--- config.mk ---
export PLATFORM = sky130hd
export DESIGN_NAME = fskw_word_serial
export DESIGN_NICKNAME = d
export VERILOG_FILES = /design/src/verilog/fskw_pkg.sv /design/src/verilog/fskw_sync.sv /design/src/verilog/fskw_fifo.sv /design/src/verilog/fskw_word_serial.sv
export SDC_FILE = /design/constraint.sdc
export NUM_CORES = 1
export LEC_CHECK = 0
export BUFFER_PORTS_ARGS = -buffer_cell sky130_fd_sc_hd__buf_2
export CORE_MARGIN = 2
export CORE_UTILIZATION = 60
export DETAILED_ROUTE_END_ITERATION = 12
export PLACE_DENSITY = 0.79
export RECOVER_POWER = 100
export SLEW_MARGIN = 30
export SYNTH_ARGS = -nofsm -noshare
export SYNTH_HDL_FRONTEND = slang
export SYNTH_HIERARCHICAL = 1
export SYNTH_SLANG_ARGS = --single-unit
--- constraint.sdc ---
create_clock -name ref_clk -period 4.4 [get_ports ref_clk]
set_input_delay 0.88 -clock ref_clk [delete_from_list [all_inputs] [get_ports ref_clk]]
set_output_delay 0.88 -clock ref_clk [all_outputs]
set_load 0.01 [all_outputs]
--- src/verilog/fskw_pkg.sv ---
// Purpose: Shared constants and types for the FSK word serial interface.
// Assumes: ref_clk at 100 MHz; byte addresses on the register bus.
// Notes:   Long cycle counts are overridable parameters of the top module.
package fskw_pkg;
   // ----------------------------------------------------------------
   // Timing
   // ----------------------------------------------------------------
   localparam int CLK_HZ = 100_000_000;
   localparam int BAUD_RATE = 1200;
   localparam int BIT_CYCLES_DEF = CLK_HZ / BAUD_RATE;
   localparam int HALF_BIT_CYCLES_DEF = CLK_HZ / (2 * BAUD_RATE);
   localparam int CD_HOLD_MS = 10;
   localparam int CD_HOLD_CYCLES_DEF = (CLK_HZ / 1000) * CD_HOLD_MS;
   localparam int CD_QUAL_US = 5000;
   localparam int CD_QUAL_CYCLES_DEF = (CLK_HZ / 1_000_000) * CD_QUAL_US;
   localparam int CNT_W = 20;
   localparam int DATA_BITS = 8;
   localparam int FIFO_DEPTH = 16;

   // ----------------------------------------------------------------
   // Register map
   // ----------------------------------------------------------------
   localparam logic [3:0] REG_CTRL = 4'h0;
   localparam logic [3:0] REG_STATUS = 4'h4;
   localparam logic [3:0] REG_ERRORS = 4'h8;
   localparam int CTRL_BYTES = 3;
   localparam int ST_CARRIER = 0;
   localparam int ST_MODE = 1;
   localparam int ST_PDOWN = 2;
   localparam int ST_READY = 3;
   localparam int ST_LEVEL_LSB = 4;
   localparam int ST_LEFT_LSB = 12;
   localparam int ST_BYTE_LSB = 16;
   localparam int ERR_FRAME_LSB = 8;

   // ----------------------------------------------------------------
   // Types
   // ----------------------------------------------------------------
   typedef enum logic [1:0] {
      RX_IDLE = 2'b00,
      RX_START = 2'b01,
      RX_DATA = 2'b11,
      RX_STOP = 2'b10
   } fskw_rx_state_t;

   // Pin group of the three-wire interface and carrier indication.
   typedef struct packed {
      logic data;
      logic bit_clock_o;
      logic bit_clock_oe_n;
      logic word_ready_n_o;
      logic word_ready_n_oe_n;
      logic carrier_present_n_o;
      logic carrier_present_n_oe_n;
   } fskw_pins_t;
endpackage : fskw_pkg

--- src/verilog/fskw_sync.sv ---
// Purpose: Two-flop synchroniser for levels from outside ref_clk.
// Assumes: Inputs change slowly relative to ref_clk.
// Notes:   Only the second flop is visible to the rest of the design.
module fskw_sync #(
   parameter int WIDTH = 1
) (
   // Clock and reset
   input wire logic ref_clk,
   input wire logic rst_b,
   // Levels
   input wire logic [WIDTH-1:0] d,
   output logic [WIDTH-1:0] q
);
   logic [WIDTH-1:0] meta;

   // Two stages; the first is read by the second only.
   always_ff @(posedge ref_clk or negedge rst_b) begin
      if (!rst_b) begin
         meta <= '0;
         q <= '0;
      end else begin
         meta <= d;
         q <= meta;
      end
   end
endmodule : fskw_sync

--- src/verilog/fskw_fifo.sv ---
// Purpose: Received-byte FIFO between the deframer and the output stage.
// Assumes: DEPTH is a power of two.
// Notes:   Full shows as in_ready low; the source must count the loss.
module fskw_fifo #(
   parameter int WIDTH = 8,
   parameter int DEPTH = 16
) (
   // Clock and reset
   input wire logic ref_clk,
   input wire logic rst_b,
   input wire logic flush,
   // Fill side
   input wire logic in_valid,
   output logic in_ready,
   input wire logic [WIDTH-1:0] in_data,
   // Drain side
   output logic out_valid,
   input wire logic out_ready,
   output logic [WIDTH-1:0] out_data,
   output logic [$clog2(DEPTH):0] level
);
   localparam int AW = $clog2(DEPTH);
   logic [WIDTH-1:0] mem [DEPTH];
   logic [AW:0] wr_ptr;
   logic [AW:0] rd_ptr;
   logic push;
   logic pop;

   // Pointers carry one extra bit so full and empty are distinct.
   assign level = wr_ptr - rd_ptr;
   assign in_ready = (level != (AW + 1)'(DEPTH));
   assign out_valid = (level != '0);
   assign out_data = mem[rd_ptr[AW-1:0]];
   assign push = in_valid && in_ready;
   assign pop = out_valid && out_ready;

   // Storage needs no reset; only the pointers define content.
   always_ff @(posedge ref_clk) begin
      if (push) begin
         mem[wr_ptr[AW-1:0]] <= in_data;
      end
   end

   // Pointer update; flush empties the buffer at power-down.
   always_ff @(posedge ref_clk or negedge rst_b) begin
      if (!rst_b) begin
         wr_ptr <= '0;
         rd_ptr <= '0;
      end else if (flush) begin
         wr_ptr <= '0;
         rd_ptr <= '0;
      end else begin
         if (push) begin
            wr_ptr <= wr_ptr + 1'b1;
         end
         if (pop) begin
            rd_ptr <= rd_ptr + 1'b1;
         end
      end
   end
endmodule : fskw_fifo

--- src/verilog/fskw_word_serial.sv ---
// Purpose: Digital output side of a 1200 baud FSK receiver: three-wire interface.
// Assumes: Demodulated bit and band activity come in asynchronously.
// Notes:   Register bus is Avalon-MM; every access answers after one wait cycle.
module fskw_word_serial #(
   parameter int BIT_CYCLES = fskw_pkg::BIT_CYCLES_DEF,
   parameter int HALF_BIT_CYCLES = fskw_pkg::HALF_BIT_CYCLES_DEF,
   parameter int CD_HOLD_CYCLES = fskw_pkg::CD_HOLD_CYCLES_DEF,
   parameter int CD_QUAL_CYCLES = fskw_pkg::CD_QUAL_CYCLES_DEF,
   parameter int FIFO_DEPTH = fskw_pkg::FIFO_DEPTH
) (
   // Clock and reset
   input wire logic ref_clk,
   input wire logic rst_b,
   // Demodulator side, asynchronous
   input wire logic demod_bit,
   input wire logic band_activity,
   // Control pins, asynchronous
   input wire logic mode_select,
   input wire logic power_down_request,
   // Three-wire interface and carrier pin
   input wire logic serial_bit_clock_in,
   output fskw_pkg::fskw_pins_t pins,
   // Avalon-MM slave
   input wire logic [3:0] avs_address,
   input wire logic avs_read,
   input wire logic avs_write,
   input wire logic [31:0] avs_writedata,
   input wire logic [3:0] avs_byteenable,
   output logic [31:0] avs_readdata,
   output logic avs_waitrequest
);
   localparam int W = fskw_pkg::CNT_W;
   localparam int NB = fskw_pkg::DATA_BITS;
   localparam int LW = $clog2(FIFO_DEPTH) + 1;
   localparam logic [W-1:0] BIT_END = W'(BIT_CYCLES - 1);
   localparam logic [W-1:0] HALF_END = W'(HALF_BIT_CYCLES - 1);
   localparam logic [W-1:0] HOLD_END = W'(CD_HOLD_CYCLES - 1);
   localparam logic [3:0] LAST_BIT = 4'(NB - 1);
   localparam logic [3:0] FULL_BITS = 4'(NB);

   // ----------------------------------------------------------------
   // Input synchronisation
   // ----------------------------------------------------------------
   logic [4:0] sync_q;
   logic demod_q;
   logic act_q;
   logic mode_q;
   logic pd_q;
   logic clk_in_q;
   logic demod_prev;
   logic clk_in_prev;

   fskw_sync #(.WIDTH(5)) u_sync (
      .ref_clk(ref_clk),
      .rst_b(rst_b),
      .d({demod_bit, band_activity, mode_select, power_down_request, serial_bit_clock_in}),
      .q(sync_q)
   );
   assign {demod_q, act_q, mode_q, pd_q, clk_in_q} = sync_q;

   // Edge history is kept on the synchronised copies only.
   always_ff @(posedge ref_clk or negedge rst_b) begin
      if (!rst_b) begin
         demod_prev <= 1'b0; // Matches the synchroniser's reset level, so no false edge.
         clk_in_prev <= 1'b0;
      end else begin
         demod_prev <= demod_q;
         clk_in_prev <= clk_in_q;
      end
   end

   // ----------------------------------------------------------------
   // Carrier detection
   // ----------------------------------------------------------------
   logic carrier_on;
   logic [W-1:0] cd_cnt;
   logic [W-1:0] cd_qual;

   // Qualify on continuous activity, then hold through gaps shorter than the hold time.
   always_ff @(posedge ref_clk or negedge rst_b) begin
      if (!rst_b) begin
         carrier_on <= 1'b0;
         cd_cnt <= '0;
      end else if (pd_q) begin
         carrier_on <= 1'b0;
         cd_cnt <= '0;
      end else if (!carrier_on) begin
         if (!act_q) begin
            cd_cnt <= '0;
         end else if (cd_cnt >= cd_qual) begin
            carrier_on <= 1'b1;
            cd_cnt <= '0;
         end else begin
            cd_cnt <= cd_cnt + 1'b1;
         end
      end else if (act_q) begin
         cd_cnt <= '0;
      end else if (cd_cnt == HOLD_END) begin
         carrier_on <= 1'b0;
         cd_cnt <= '0;
      end else begin
         cd_cnt <= cd_cnt + 1'b1;
      end
   end

   // ----------------------------------------------------------------
   // Deframer and bit timing recovery
   // ----------------------------------------------------------------
   fskw_pkg::fskw_rx_state_t rx_state;
   logic [W-1:0] rx_cnt;
   logic [3:0] rx_bits;
   logic [NB-1:0] rx_shift;
   logic tick_half;
   logic tick_bit;
   logic sample;
   logic word_done;

   assign tick_half = (rx_cnt == HALF_END);
   assign tick_bit = (rx_cnt == BIT_END);
   assign sample = (rx_state == fskw_pkg::RX_DATA) && tick_bit;
   assign word_done = (rx_state == fskw_pkg::RX_STOP) && tick_bit;

   // The timer restarts at the start-bit centre, so each later wrap is a bit centre.
   always_ff @(posedge ref_clk or negedge rst_b) begin
      if (!rst_b) begin
         rx_state <= fskw_pkg::RX_IDLE;
         rx_cnt <= '0;
         rx_bits <= '0;
         rx_shift <= '0;
      end else if (pd_q || !carrier_on) begin
         rx_state <= fskw_pkg::RX_IDLE;
         rx_cnt <= '0;
         rx_bits <= '0;
      end else begin
         unique case (rx_state)
            fskw_pkg::RX_IDLE: begin
               rx_cnt <= '0;
               if (demod_prev && !demod_q) begin
                  rx_state <= fskw_pkg::RX_START;
               end
            end
            fskw_pkg::RX_START: begin
               rx_cnt <= rx_cnt + 1'b1;
               if (tick_half) begin
                  rx_cnt <= '0;
                  rx_bits <= '0;
                  // A start bit gone high by its centre was a glitch.
                  rx_state <= demod_q ? fskw_pkg::RX_IDLE : fskw_pkg::RX_DATA;
               end
            end
            fskw_pkg::RX_DATA: begin
               rx_cnt <= rx_cnt + 1'b1;
               if (tick_bit) begin
                  rx_cnt <= '0;
                  rx_shift <= {demod_q, rx_shift[NB-1:1]};
                  rx_bits <= rx_bits + 1'b1;
                  if (rx_bits == LAST_BIT) begin
                     rx_state <= fskw_pkg::RX_STOP;
                  end
               end
            end
            fskw_pkg::RX_STOP: begin
               rx_cnt <= rx_cnt + 1'b1;
               if (tick_bit) begin
                  rx_cnt <= '0;
                  rx_state <= fskw_pkg::RX_IDLE;
               end
            end
         endcase
      end
   end

   // ----------------------------------------------------------------
   // Byte buffering and error counts
   // ----------------------------------------------------------------
   logic push_ok;
   logic fifo_in_ready;
   logic fifo_valid;
   logic fifo_pop;
   logic [NB-1:0] fifo_data;
   logic [LW-1:0] fifo_level;
   logic load;
   logic [3:0] bits_left;
   logic clk_rise;
   logic [7:0] overrun_cnt;
   logic [7:0] frame_cnt;
   logic [NB-1:0] last_byte;
   logic err_clear;

   assign push_ok = word_done && demod_q;
   assign clk_rise = mode_q && clk_in_q && !clk_in_prev;
   assign load = mode_q && carrier_on && !pd_q && (bits_left == '0) && fifo_valid;
   // Stream mode discards the buffered copy; byte mode stalls until the host reads.
   assign fifo_pop = load || !mode_q;

   fskw_fifo #(.WIDTH(NB), .DEPTH(FIFO_DEPTH)) u_fifo (
      .ref_clk(ref_clk),
      .rst_b(rst_b),
      .flush(pd_q),
      .in_valid(push_ok),
      .in_ready(fifo_in_ready),
      .in_data(rx_shift),
      .out_valid(fifo_valid),
      .out_ready(fifo_pop),
      .out_data(fifo_data),
      .level(fifo_level)
   );

   // Counters saturate; a new event in the clear cycle still counts.
   always_ff @(posedge ref_clk or negedge rst_b) begin
      if (!rst_b) begin
         overrun_cnt <= '0;
         frame_cnt <= '0;
         last_byte <= '0;
      end else begin
         if (push_ok && fifo_in_ready) begin
            last_byte <= rx_shift;
         end
         if (push_ok && !fifo_in_ready) begin
            overrun_cnt <= (overrun_cnt == 8'hff) ? overrun_cnt : overrun_cnt + 1'b1;
         end else if (err_clear) begin
            overrun_cnt <= '0;
         end
         if (word_done && !demod_q) begin
            frame_cnt <= (frame_cnt == 8'hff) ? frame_cnt : frame_cnt + 1'b1;
         end else if (err_clear) begin
            frame_cnt <= '0;
         end
      end
   end

   // ----------------------------------------------------------------
   // Output stage: data, bit clock and word ready
   // ----------------------------------------------------------------
   logic data_q;
   logic serial_bit_clock_q;
   logic [NB-1:0] out_sr;
   logic dr_n;
   logic [W-1:0] dr_cnt;
   logic dr_set;
   logic dr_early;

   // Byte-mode shift register; loads only when the previous byte is gone.
   always_ff @(posedge ref_clk or negedge rst_b) begin
      if (!rst_b) begin
         out_sr <= '0;
         bits_left <= '0;
      end else if (pd_q) begin
         bits_left <= '0;
      end else if (load) begin
         out_sr <= fifo_data;
         bits_left <= FULL_BITS;
      end else if (clk_rise && bits_left != '0) begin
         out_sr <= out_sr >> 1;
         bits_left <= bits_left - 1'b1;
      end
   end

   // Data pin: raw stream gated by carrier, or the next buffered bit.
   always_ff @(posedge ref_clk or negedge rst_b) begin
      if (!rst_b) begin
         data_q <= 1'b1;
      end else if (pd_q) begin
         data_q <= 1'b1;
      end else if (!mode_q) begin
         data_q <= carrier_on ? demod_q : 1'b1;
      end else if (clk_rise && bits_left != '0) begin
         data_q <= out_sr[0];
      end
   end

   // Stream-mode bit clock rises at each data centre and falls half a bit later.
   always_ff @(posedge ref_clk or negedge rst_b) begin
      if (!rst_b) begin
         serial_bit_clock_q <= 1'b0;
      end else if (pd_q) begin
         serial_bit_clock_q <= 1'b1;
      end else if (sample) begin
         serial_bit_clock_q <= 1'b1;
      end else if (tick_half || rx_state == fskw_pkg::RX_IDLE) begin
         serial_bit_clock_q <= 1'b0;
      end
   end

   assign dr_set = (!mode_q && word_done) || load;
   assign dr_early = clk_rise && bits_left != '0;

   // Word-ready strobe; a new word restarts the half-bit timer.
   always_ff @(posedge ref_clk or negedge rst_b) begin
      if (!rst_b) begin
         dr_n <= 1'b1;
         dr_cnt <= '0;
      end else if (pd_q) begin
         dr_n <= 1'b1;
         dr_cnt <= '0;
      end else if (dr_set) begin
         dr_n <= 1'b0;
         dr_cnt <= '0;
      end else if (!dr_n) begin
         if (dr_early || dr_cnt == HALF_END) begin
            dr_n <= 1'b1;
         end
         dr_cnt <= dr_cnt + 1'b1;
      end
   end

   // Word ready and carrier pins are open drain in stream mode: only a low is ever driven.
   always_comb begin
      pins.data = data_q;
      pins.bit_clock_o = serial_bit_clock_q;
      pins.bit_clock_oe_n = mode_q;
      pins.word_ready_n_o = mode_q ? dr_n : 1'b0;
      pins.word_ready_n_oe_n = mode_q ? 1'b0 : dr_n;
      pins.carrier_present_n_o = mode_q ? !carrier_on : 1'b0;
      pins.carrier_present_n_oe_n = mode_q ? 1'b0 : !carrier_on;
   end

   // ----------------------------------------------------------------
   // Avalon-MM slave
   // ----------------------------------------------------------------
   logic ack_q;
   logic [31:0] ctrl;

   assign avs_waitrequest = (avs_read || avs_write) && !ack_q;
   assign err_clear = avs_write && ack_q && avs_address == fskw_pkg::REG_ERRORS;
   assign cd_qual = ctrl[W-1:0];

   // One wait cycle gives every access a fixed two-edge latency.
   always_ff @(posedge ref_clk or negedge rst_b) begin
      if (!rst_b) begin
         ack_q <= 1'b0;
         avs_readdata <= '0;
         ctrl <= 32'(CD_QUAL_CYCLES);
      end else begin
         ack_q <= (avs_read || avs_write) && !ack_q;
         if (avs_read && !ack_q) begin
            avs_readdata <= '0;
            unique case (avs_address)
               fskw_pkg::REG_CTRL: avs_readdata <= {12'h000, ctrl[W-1:0]};
               fskw_pkg::REG_STATUS: begin
                  avs_readdata[fskw_pkg::ST_CARRIER] <= carrier_on;
                  avs_readdata[fskw_pkg::ST_MODE] <= mode_q;
                  avs_readdata[fskw_pkg::ST_PDOWN] <= pd_q;
                  avs_readdata[fskw_pkg::ST_READY] <= !dr_n;
                  avs_readdata[fskw_pkg::ST_LEVEL_LSB +: LW] <= fifo_level;
                  avs_readdata[fskw_pkg::ST_LEFT_LSB +: 4] <= bits_left;
                  avs_readdata[fskw_pkg::ST_BYTE_LSB +: NB] <= last_byte;
               end
               fskw_pkg::REG_ERRORS: begin
                  avs_readdata[7:0] <= overrun_cnt;
                  avs_readdata[fskw_pkg::ERR_FRAME_LSB +: 8] <= frame_cnt;
               end
               default: avs_readdata <= '0;
            endcase
         end
         if (avs_write && ack_q && avs_address == fskw_pkg::REG_CTRL) begin
            for (int i = 0; i < fskw_pkg::CTRL_BYTES; i++) begin
               if (avs_byteenable[i]) begin
                  ctrl[8*i +: 8] <= avs_writedata[8*i +: 8];
               end
            end
         end
      end
   end
endmodule : fskw_word_serial

# Word-level counts from Yosys, hierarchy flattened
# Memories as Yosys holds them, arrays and structs flattened.
# Cells that the tools add are included.
[word_totals]
word_cells = 186
ff_bits = 181
n_memories = 1
ram_bits = 128
[memory_table]
columns = ["memory", "depth", "width", "read_ports", "rd_ports_with_merged_regs", "wr", "line_no", "rtl"]
rows = [
  ["u_fifo.mem", 16, 8, 1, 0, 1, "fskw_fifo.sv:23", "logic [WIDTH-1:0] mem [DEPTH];"],
]
[op_classes]
n_reduce_logical = 58
order_cmp = 1
muxes = 66
n_eq_ne = 22
add_sub_neg = 10
bitwise_logic = 2
[ops]
columns = ["cell", "n"]
rows = [
  ["2-to-1 mux 20 bit", 12],
  ["adder 20 x 1 -> 20 bit (second input constant)", 3],
  ["case mux 20 bit (3 select lines)", 1],
  ["2-to-1 mux 8 bit", 7],
  ["equality test 20 x 16 -> 1 bit (second input constant)", 2],
  ["case mux 9 bit (3 select lines)", 1],
  ["2-to-1 mux 4 bit", 6],
  ["2-to-1 mux 1 bit", 23],
  ["logical AND 1 bit", 21],
  ["equality test 20 x 17 -> 1 bit (second input constant)", 1],
  ["equality test 20 bit (second input constant)", 1],
  ["greater-or-equal comparator 20 bit", 1],
  ["2-to-1 mux 5 bit", 4],
  ["adder 8 x 1 -> 8 bit (second input constant)", 2],
  ["equality test 8 bit (second input constant)", 2],
  ["case mux 8 bit (2 select lines)", 1],
  ["2-to-1 mux 2 bit", 7],
  ["case mux 4 bit (3 select lines)", 1],
  ["AND reduction 2 bit", 6],
  ["adder 5 x 1 -> 5 bit (second input constant)", 2],
  ["nonzero test 2 bit", 5],
  ["!= test 3 bit (second input constant)", 3],
  ["nonzero test 3 bit", 3],
  ["equality test 4 x 3 -> 1 bit (second input constant)", 2],
  ["23 further kinds", 42],
]

# Logic depth before layout (Yosys ltp)
[logic_depth]
word_depth = 8
depth_mapped = 15
mapped_depth_nobuf = 14

# Hierarchy
# The synthesis kept the hierarchy.
[modules_own_cells]
columns = ["module", "seq_area_each_um2", "area_per_inst_um2", "instances", "cells_per_inst"]
rows = [
  ["fskw_word_serial", 4040.1, 8350.5, 1, 819],
  ["fskw_fifo", 4093.9, 5758.0, 1, 284],
  ["fskw_sync", 250.2, 250.2, 1, 10],
]

# Worst setup path before layout
# No wires, ideal clock.
[synth_path]
kind = "register to register"
startpoint = "register u_fifo.rd_ptr[1]"
endpoint = "register overrun_cnt[5]"
period_less_slack_ns = 3.777
path_slack_ns = 0.623
n_path_buf = 2
required_ns = 4.321
stages_incl_launch_ff = 14
arrival_time_ns = 3.697
cell_sequence = "dfrtp_1 > clkbuf_1 > buf_1 > inv_1 > fa_1 > nor3b_1 > nand4b_1 > a211oi_4 > inv_1 > and4bb_2 > nand4_1 > or4_4 > or3_1 > a21oi_1"
[synth_via]
elab_chain_len = 6
word_cells_on_any_way = 8
classes_between = "add/sub (1); eq/ne (2); mux (1); reduce/logical (4)"
[synth_lines]
columns = ["element", "line_no", "rtl"]
rows = [
  ["start: declaration", "fskw_fifo.sv:25", "logic [AW:0] rd_ptr;"],
  ["start signal: assignment", "fskw_fifo.sv:57", "rd_ptr <= rd_ptr + 1'b1;"],
  ["subtractor 5 bit *", "fskw_fifo.sv:30", "assign level = wr_ptr - rd_ptr;"],
  ["via fifo_level[1]", "fskw_word_serial.sv:181", "logic [LW-1:0] fifo_level;"],
  ["!= test 5 bit *", "fskw_fifo.sv:31", "assign in_ready = (level != (AW + 1)'(DEPTH));"],
  ["via fifo_in_ready", "fskw_word_serial.sv:177", "logic fifo_in_ready;"],
  ["logical NOT 1 bit *", "fskw_word_serial.sv:219", "if (push_ok && !fifo_in_ready) begin"],
  ["logical AND 1 bit *", "fskw_word_serial.sv:219", ""],
  ["!= test 2 bit (no source line) / nonzero test 2 bit (equally long branches)", "-", ""],
  ["AND reduction 2 bit (no source line)", "-", ""],
  ["end signal: assignment", "fskw_word_serial.sv:220", "overrun_cnt <= (overrun_cnt == 8'hff) ? overrun_cnt : overrun_cnt + 1'b1;"],
  ["end: declaration", "fskw_word_serial.sv:185", "logic [7:0] overrun_cnt;"],
]
# The timed path passes the listed nets; every way through them passes the cells marked *.
# A chain may end at the register's enable or synchronous reset.

# Worst setup path in the final report
[layout_path]
startpoint = "register u_fifo.wr_ptr[0]"
endpoint = "memory u_fifo.mem[2][4] (enable)"
[layout_via]
elab_chain_len = 5
[layout_lines]
columns = ["element", "line_no", "rtl"]
rows = [
  ["start: declaration", "fskw_fifo.sv:24", "logic [AW:0] wr_ptr;"],
  ["start signal: assignment", "fskw_fifo.sv:54", "wr_ptr <= wr_ptr + 1'b1;"],
  ["subtractor 5 bit", "fskw_fifo.sv:30", ""],
  ["via fifo_level[2]", "fskw_word_serial.sv:181", ""],
  ["!= test 5 bit", "fskw_fifo.sv:31", ""],
  ["logical AND 1 bit", "fskw_fifo.sv:34", "assign push = in_valid && in_ready;"],
  ["2-to-1 mux 1 bit", "fskw_fifo.sv:39", "if (push) begin"],
  ["2-to-1 mux 1 bit (not written as such)", "fskw_fifo.sv:40", "mem[wr_ptr[AW-1:0]] <= in_data;"],
  ["end: declaration", "fskw_fifo.sv:23", ""],
]
# The timed path passes the listed nets, and every way through them passes these cells.

==> impl_metrics.csv <==
group,metric,value,unit
status,status,"finished, violations left",
placed_design,hpwl,20500,um
synthesis,yosys_warnings,6,
route,firstDrtPassIters,6,
setup_path,cp_common_cell,"inv_1",
finish,drive_gt1_frac,0.154,
sta,finalCritPeriodShare,0.894,
sta,rsz0062_at_grt,"no",
synthesis,yosysUniqueCellTypes,89,
sta,setup_viol,0,
die,floorplan.initialDensity,0.612,
die,die_w,159,um
setup_path,path_cells,"inv_1, ha_1, inv_1, fa_1, xor2_1, nand4b_1, a211oi_4, nor2b_1, nor4bb_1, clkbuf_1",
clock_network,cts_buffer_depth,3,
setup_path,crit_type,"reg2reg",
synthesis,synth_area_leaders,"dfrtp_1, edfxtp_1, mux4_2",
finish,layout.nets,1268,
route,avgRoutedWirePerCell,20.4,um
pwr,vdd_drop_max,0.000330,V
setup_path,crit_path_end_kind,"flop",
sta,setup_ws,0.464,ns
sta,tightest_slew,2.66,ns
synthesis,avgSynthCellArea,12.9,sq um
synthesis,synth-xor-area-share,0.0378,
status,violations,"capacitance limit, slew limit",
pwr,power_density,378,nW/um^2
synthesis,syn-cell-area,14400,sq um
synthesis,synth_top_family_by_area,"simple AND/OR/NAND/NOR gates",
hold_path,hp-class,"reg2reg",
route,drc,0,
pwr,p_leak,5.78,nW
synthesis,async_flop_share,0.586,
finish,antenna_cells,0,
route,drt-total-wl,31000,um
synthesis,synth-edff-count,128,
die,num_rows,56,
die,coreArea,23500,sq um
route,vias,9336,
synthesis,synth.top_cell.area_share,0.300,
synthesis,ys.flop_type,"dfrtp_1",
sta,slew_headroom,-0.776,
clock_network,cts_setup_buffers,0,
synthesis,synth_fa_ha_area_frac,0.0354,
grt,grt_first_pass_wirelength,49000,um
placed_design,pre_cts_slack,0.541,ns
die,die-area,25200,sq um
setup_path,cp.required,4.60,ns
finish,area.growth.synth_to_final,10.1,%
grt,grt.total_usage,0.252,
clock_network,ctsHoldBuffers,0,
setup_path,cp_max_fo,17,
job,maxCapViolCount,2,
clock_network,cts_tree,"built",
synthesis,ys_seq_area_frac,0.584,
setup_path,crit_path_max_incr_delay,0.80,ns
sta,final_max_slew_viol_count,111,
setup_path,arrival,4.13,ns
die,num_io_pins,89,
synthesis,yosys.area_share.simple,0.137,
finish,final_common_cell,"dfrtp_1",
die,die_h,159,um
synthesis,syn_inst,1113,
setup_path,slowest_stage,"nor2b_1",
synthesis,synthMuxAreaShare,0.0982,
route,final_antenna_net_count,0,
sta,fin_skew,0.0279,ns
setup_path,crit_family,"simple AND/OR/NAND/NOR gates",
finish,layout_common_cells,"dfrtp_1, edfxtp_1, nand2_1, nor2_1, inv_1",
clock_network,cts_resized,0,
placed_design,io_buffers,67,
placed_design,gp_congestion,0.877,
sta,period_minus_slack,3.94,ns
clock_network,cts-root-buf,"clkbuf_16",
clock_network,cts_buffers,31,
grt,grt_pass1_vias,9201,
synthesis,synth-seq-cells,309,
clock_network,cts.sinks,309,
route,viasPerCell,6.13,
grt,grt_max_degree,110,
setup_path,worstSetupStartpointType,"flop",
sta,tns,0,ns
sta,fmax,0.254,GHz
clock_network,clk_latency,0.56,ns
setup_path,path_buf_inv,3,
grt,antenna_found_initial,0,
sta,final_hold_viol_count,0,
grt,grt_overflow_total,0,
clock_network,htree_num_levels,1,
synthesis,yosysTopAreaCell,"dfrtp_1",
route,dr.first_iter.drc_count,1039,
clock_network,path_clk_slew,0.06,ns
synthesis,synth-compound-area-share,0.0742,
synth_stat cells, drive strengths merged (3+ instances only):
cell type	instances
edfxtp	128
a21oi	31
nor3b	5
ha	39
o21ai	35
nor2	80
nand4	21
mux2	41
o31ai	3
and4	13
nand4b	6
a31oi	3
mux2i	4
xor2	28
clkbuf	32
and3	20
dfrtp	172
buf	22
nand2b	7
and4bb	4
a211o	4
xnor2	34
inv	54
a211oi	4
o22a	13
or3	11
and4b	5
nor2b	9
nand3	33
mux4	40
nand2	80
nor4	13
a31o	3
or4	6
nor3	41
dfstp	9
a21o	3
a22oi	7
a222oi	13
through the flow:
stage               hold WS, ns  total power [mW]   util  instance area, sq um  instances
global route              0.363              6.19  0.673                 15800       1523
global placement          0.332              3.51  0.638                 15000       1465
detailed placement        0.335              3.53  0.638                 15000       1465
finish                    0.347              5.98  0.673                 15800       1523
CTS                       0.348              6.02  0.679                 15900       1523
floorplan                 0.331              3.39      -                 14400       1120
final cells by class:
| class | instances | area, sq um |
|---|---|---|
| Tap cell | 319 | 399 |
| Timing Repair Buffer | 80 | 365 |
| Clock inverter | 14 | 126 |
| Sequential cell | 309 | 8390 |
| Clock buffer | 44 | 845 |
| Fill cell | 1689 | 7660 |
| Multi-Input combinational cell | 703 | 5480 |
| Inverter | 54 | 203 |
report_power, final:
part | switching (mW) | leakage (nW) | internal [mW]
clock network | 1.05 | 0.465 | 1.45
logic | 0.182 | 2.01 | 0.116
registers | 0.110 | 3.30 | 3.07
sequential cells by signal (all words and copies together), names as in the netlist, 2 cells and up:
name and flops:
bits_left 4, u_sync/meta 5, u_sync/q 5, last_byte 8, frame_cnt 8, out_sr 8
cd_cnt 20, u_fifo/rd_ptr 5, avs_readdata 24, rx_bits 4, overrun_cnt 8, rx_state 2
u_fifo/mem 128, rx_cnt 20, u_fifo/wr_ptr 5, rx_shift 8, cd_qual 20, dr_cnt 20
kinds of logic (layout without fill, tap and decap cells):
kind of cell    count (synthesis)  after routing
fa+ha+maj                      40             40
xor+xnor                       62             62
compound gates                146            146
simple gates                  362            362
mux                            85             85
flops                         309            309
other cells                     1              8
buf+inv                       108            192
worst paths after layout:
kind / startpoint / to / slack (ns) / cells past startpoint
max in group asynchronous: rst_b / serial_bit_clock_q$_DFFE_PN0P_ / 1.11 / 2
hold / removal: u_sync/meta[4]$_DFF_PN0_ / u_sync/q[4]$_DFF_PN0_ / 0.35 / 0
hold reg to reg: u_sync/meta[4]$_DFF_PN0_ / u_sync/q[4]$_DFF_PN0_ / 0.35 / 0
min in group asynchronous: rst_b / avs_readdata[20]$_DFFE_PN0P_ / 1.10 / 1
setup / recovery: u_fifo/wr_ptr[0]$_DFFE_PN0P_ / u_fifo/mem[2][4]$_DFFE_PP_ / 0.46 / 10
setup reg to reg: u_fifo/wr_ptr[0]$_DFFE_PN0P_ / u_fifo/mem[2][4]$_DFFE_PP_ / 0.46 / 10
per-layer routing:
layer	routed length, um	up-vias	GRT usage
met5	0	-	0
met4	833	0	0.0708
met3	2080	67	0.0403
met2	15200	355	0.424
met1	12900	4638	0.344
li1	-	4276	-
(Power assumes the default switching activity.)
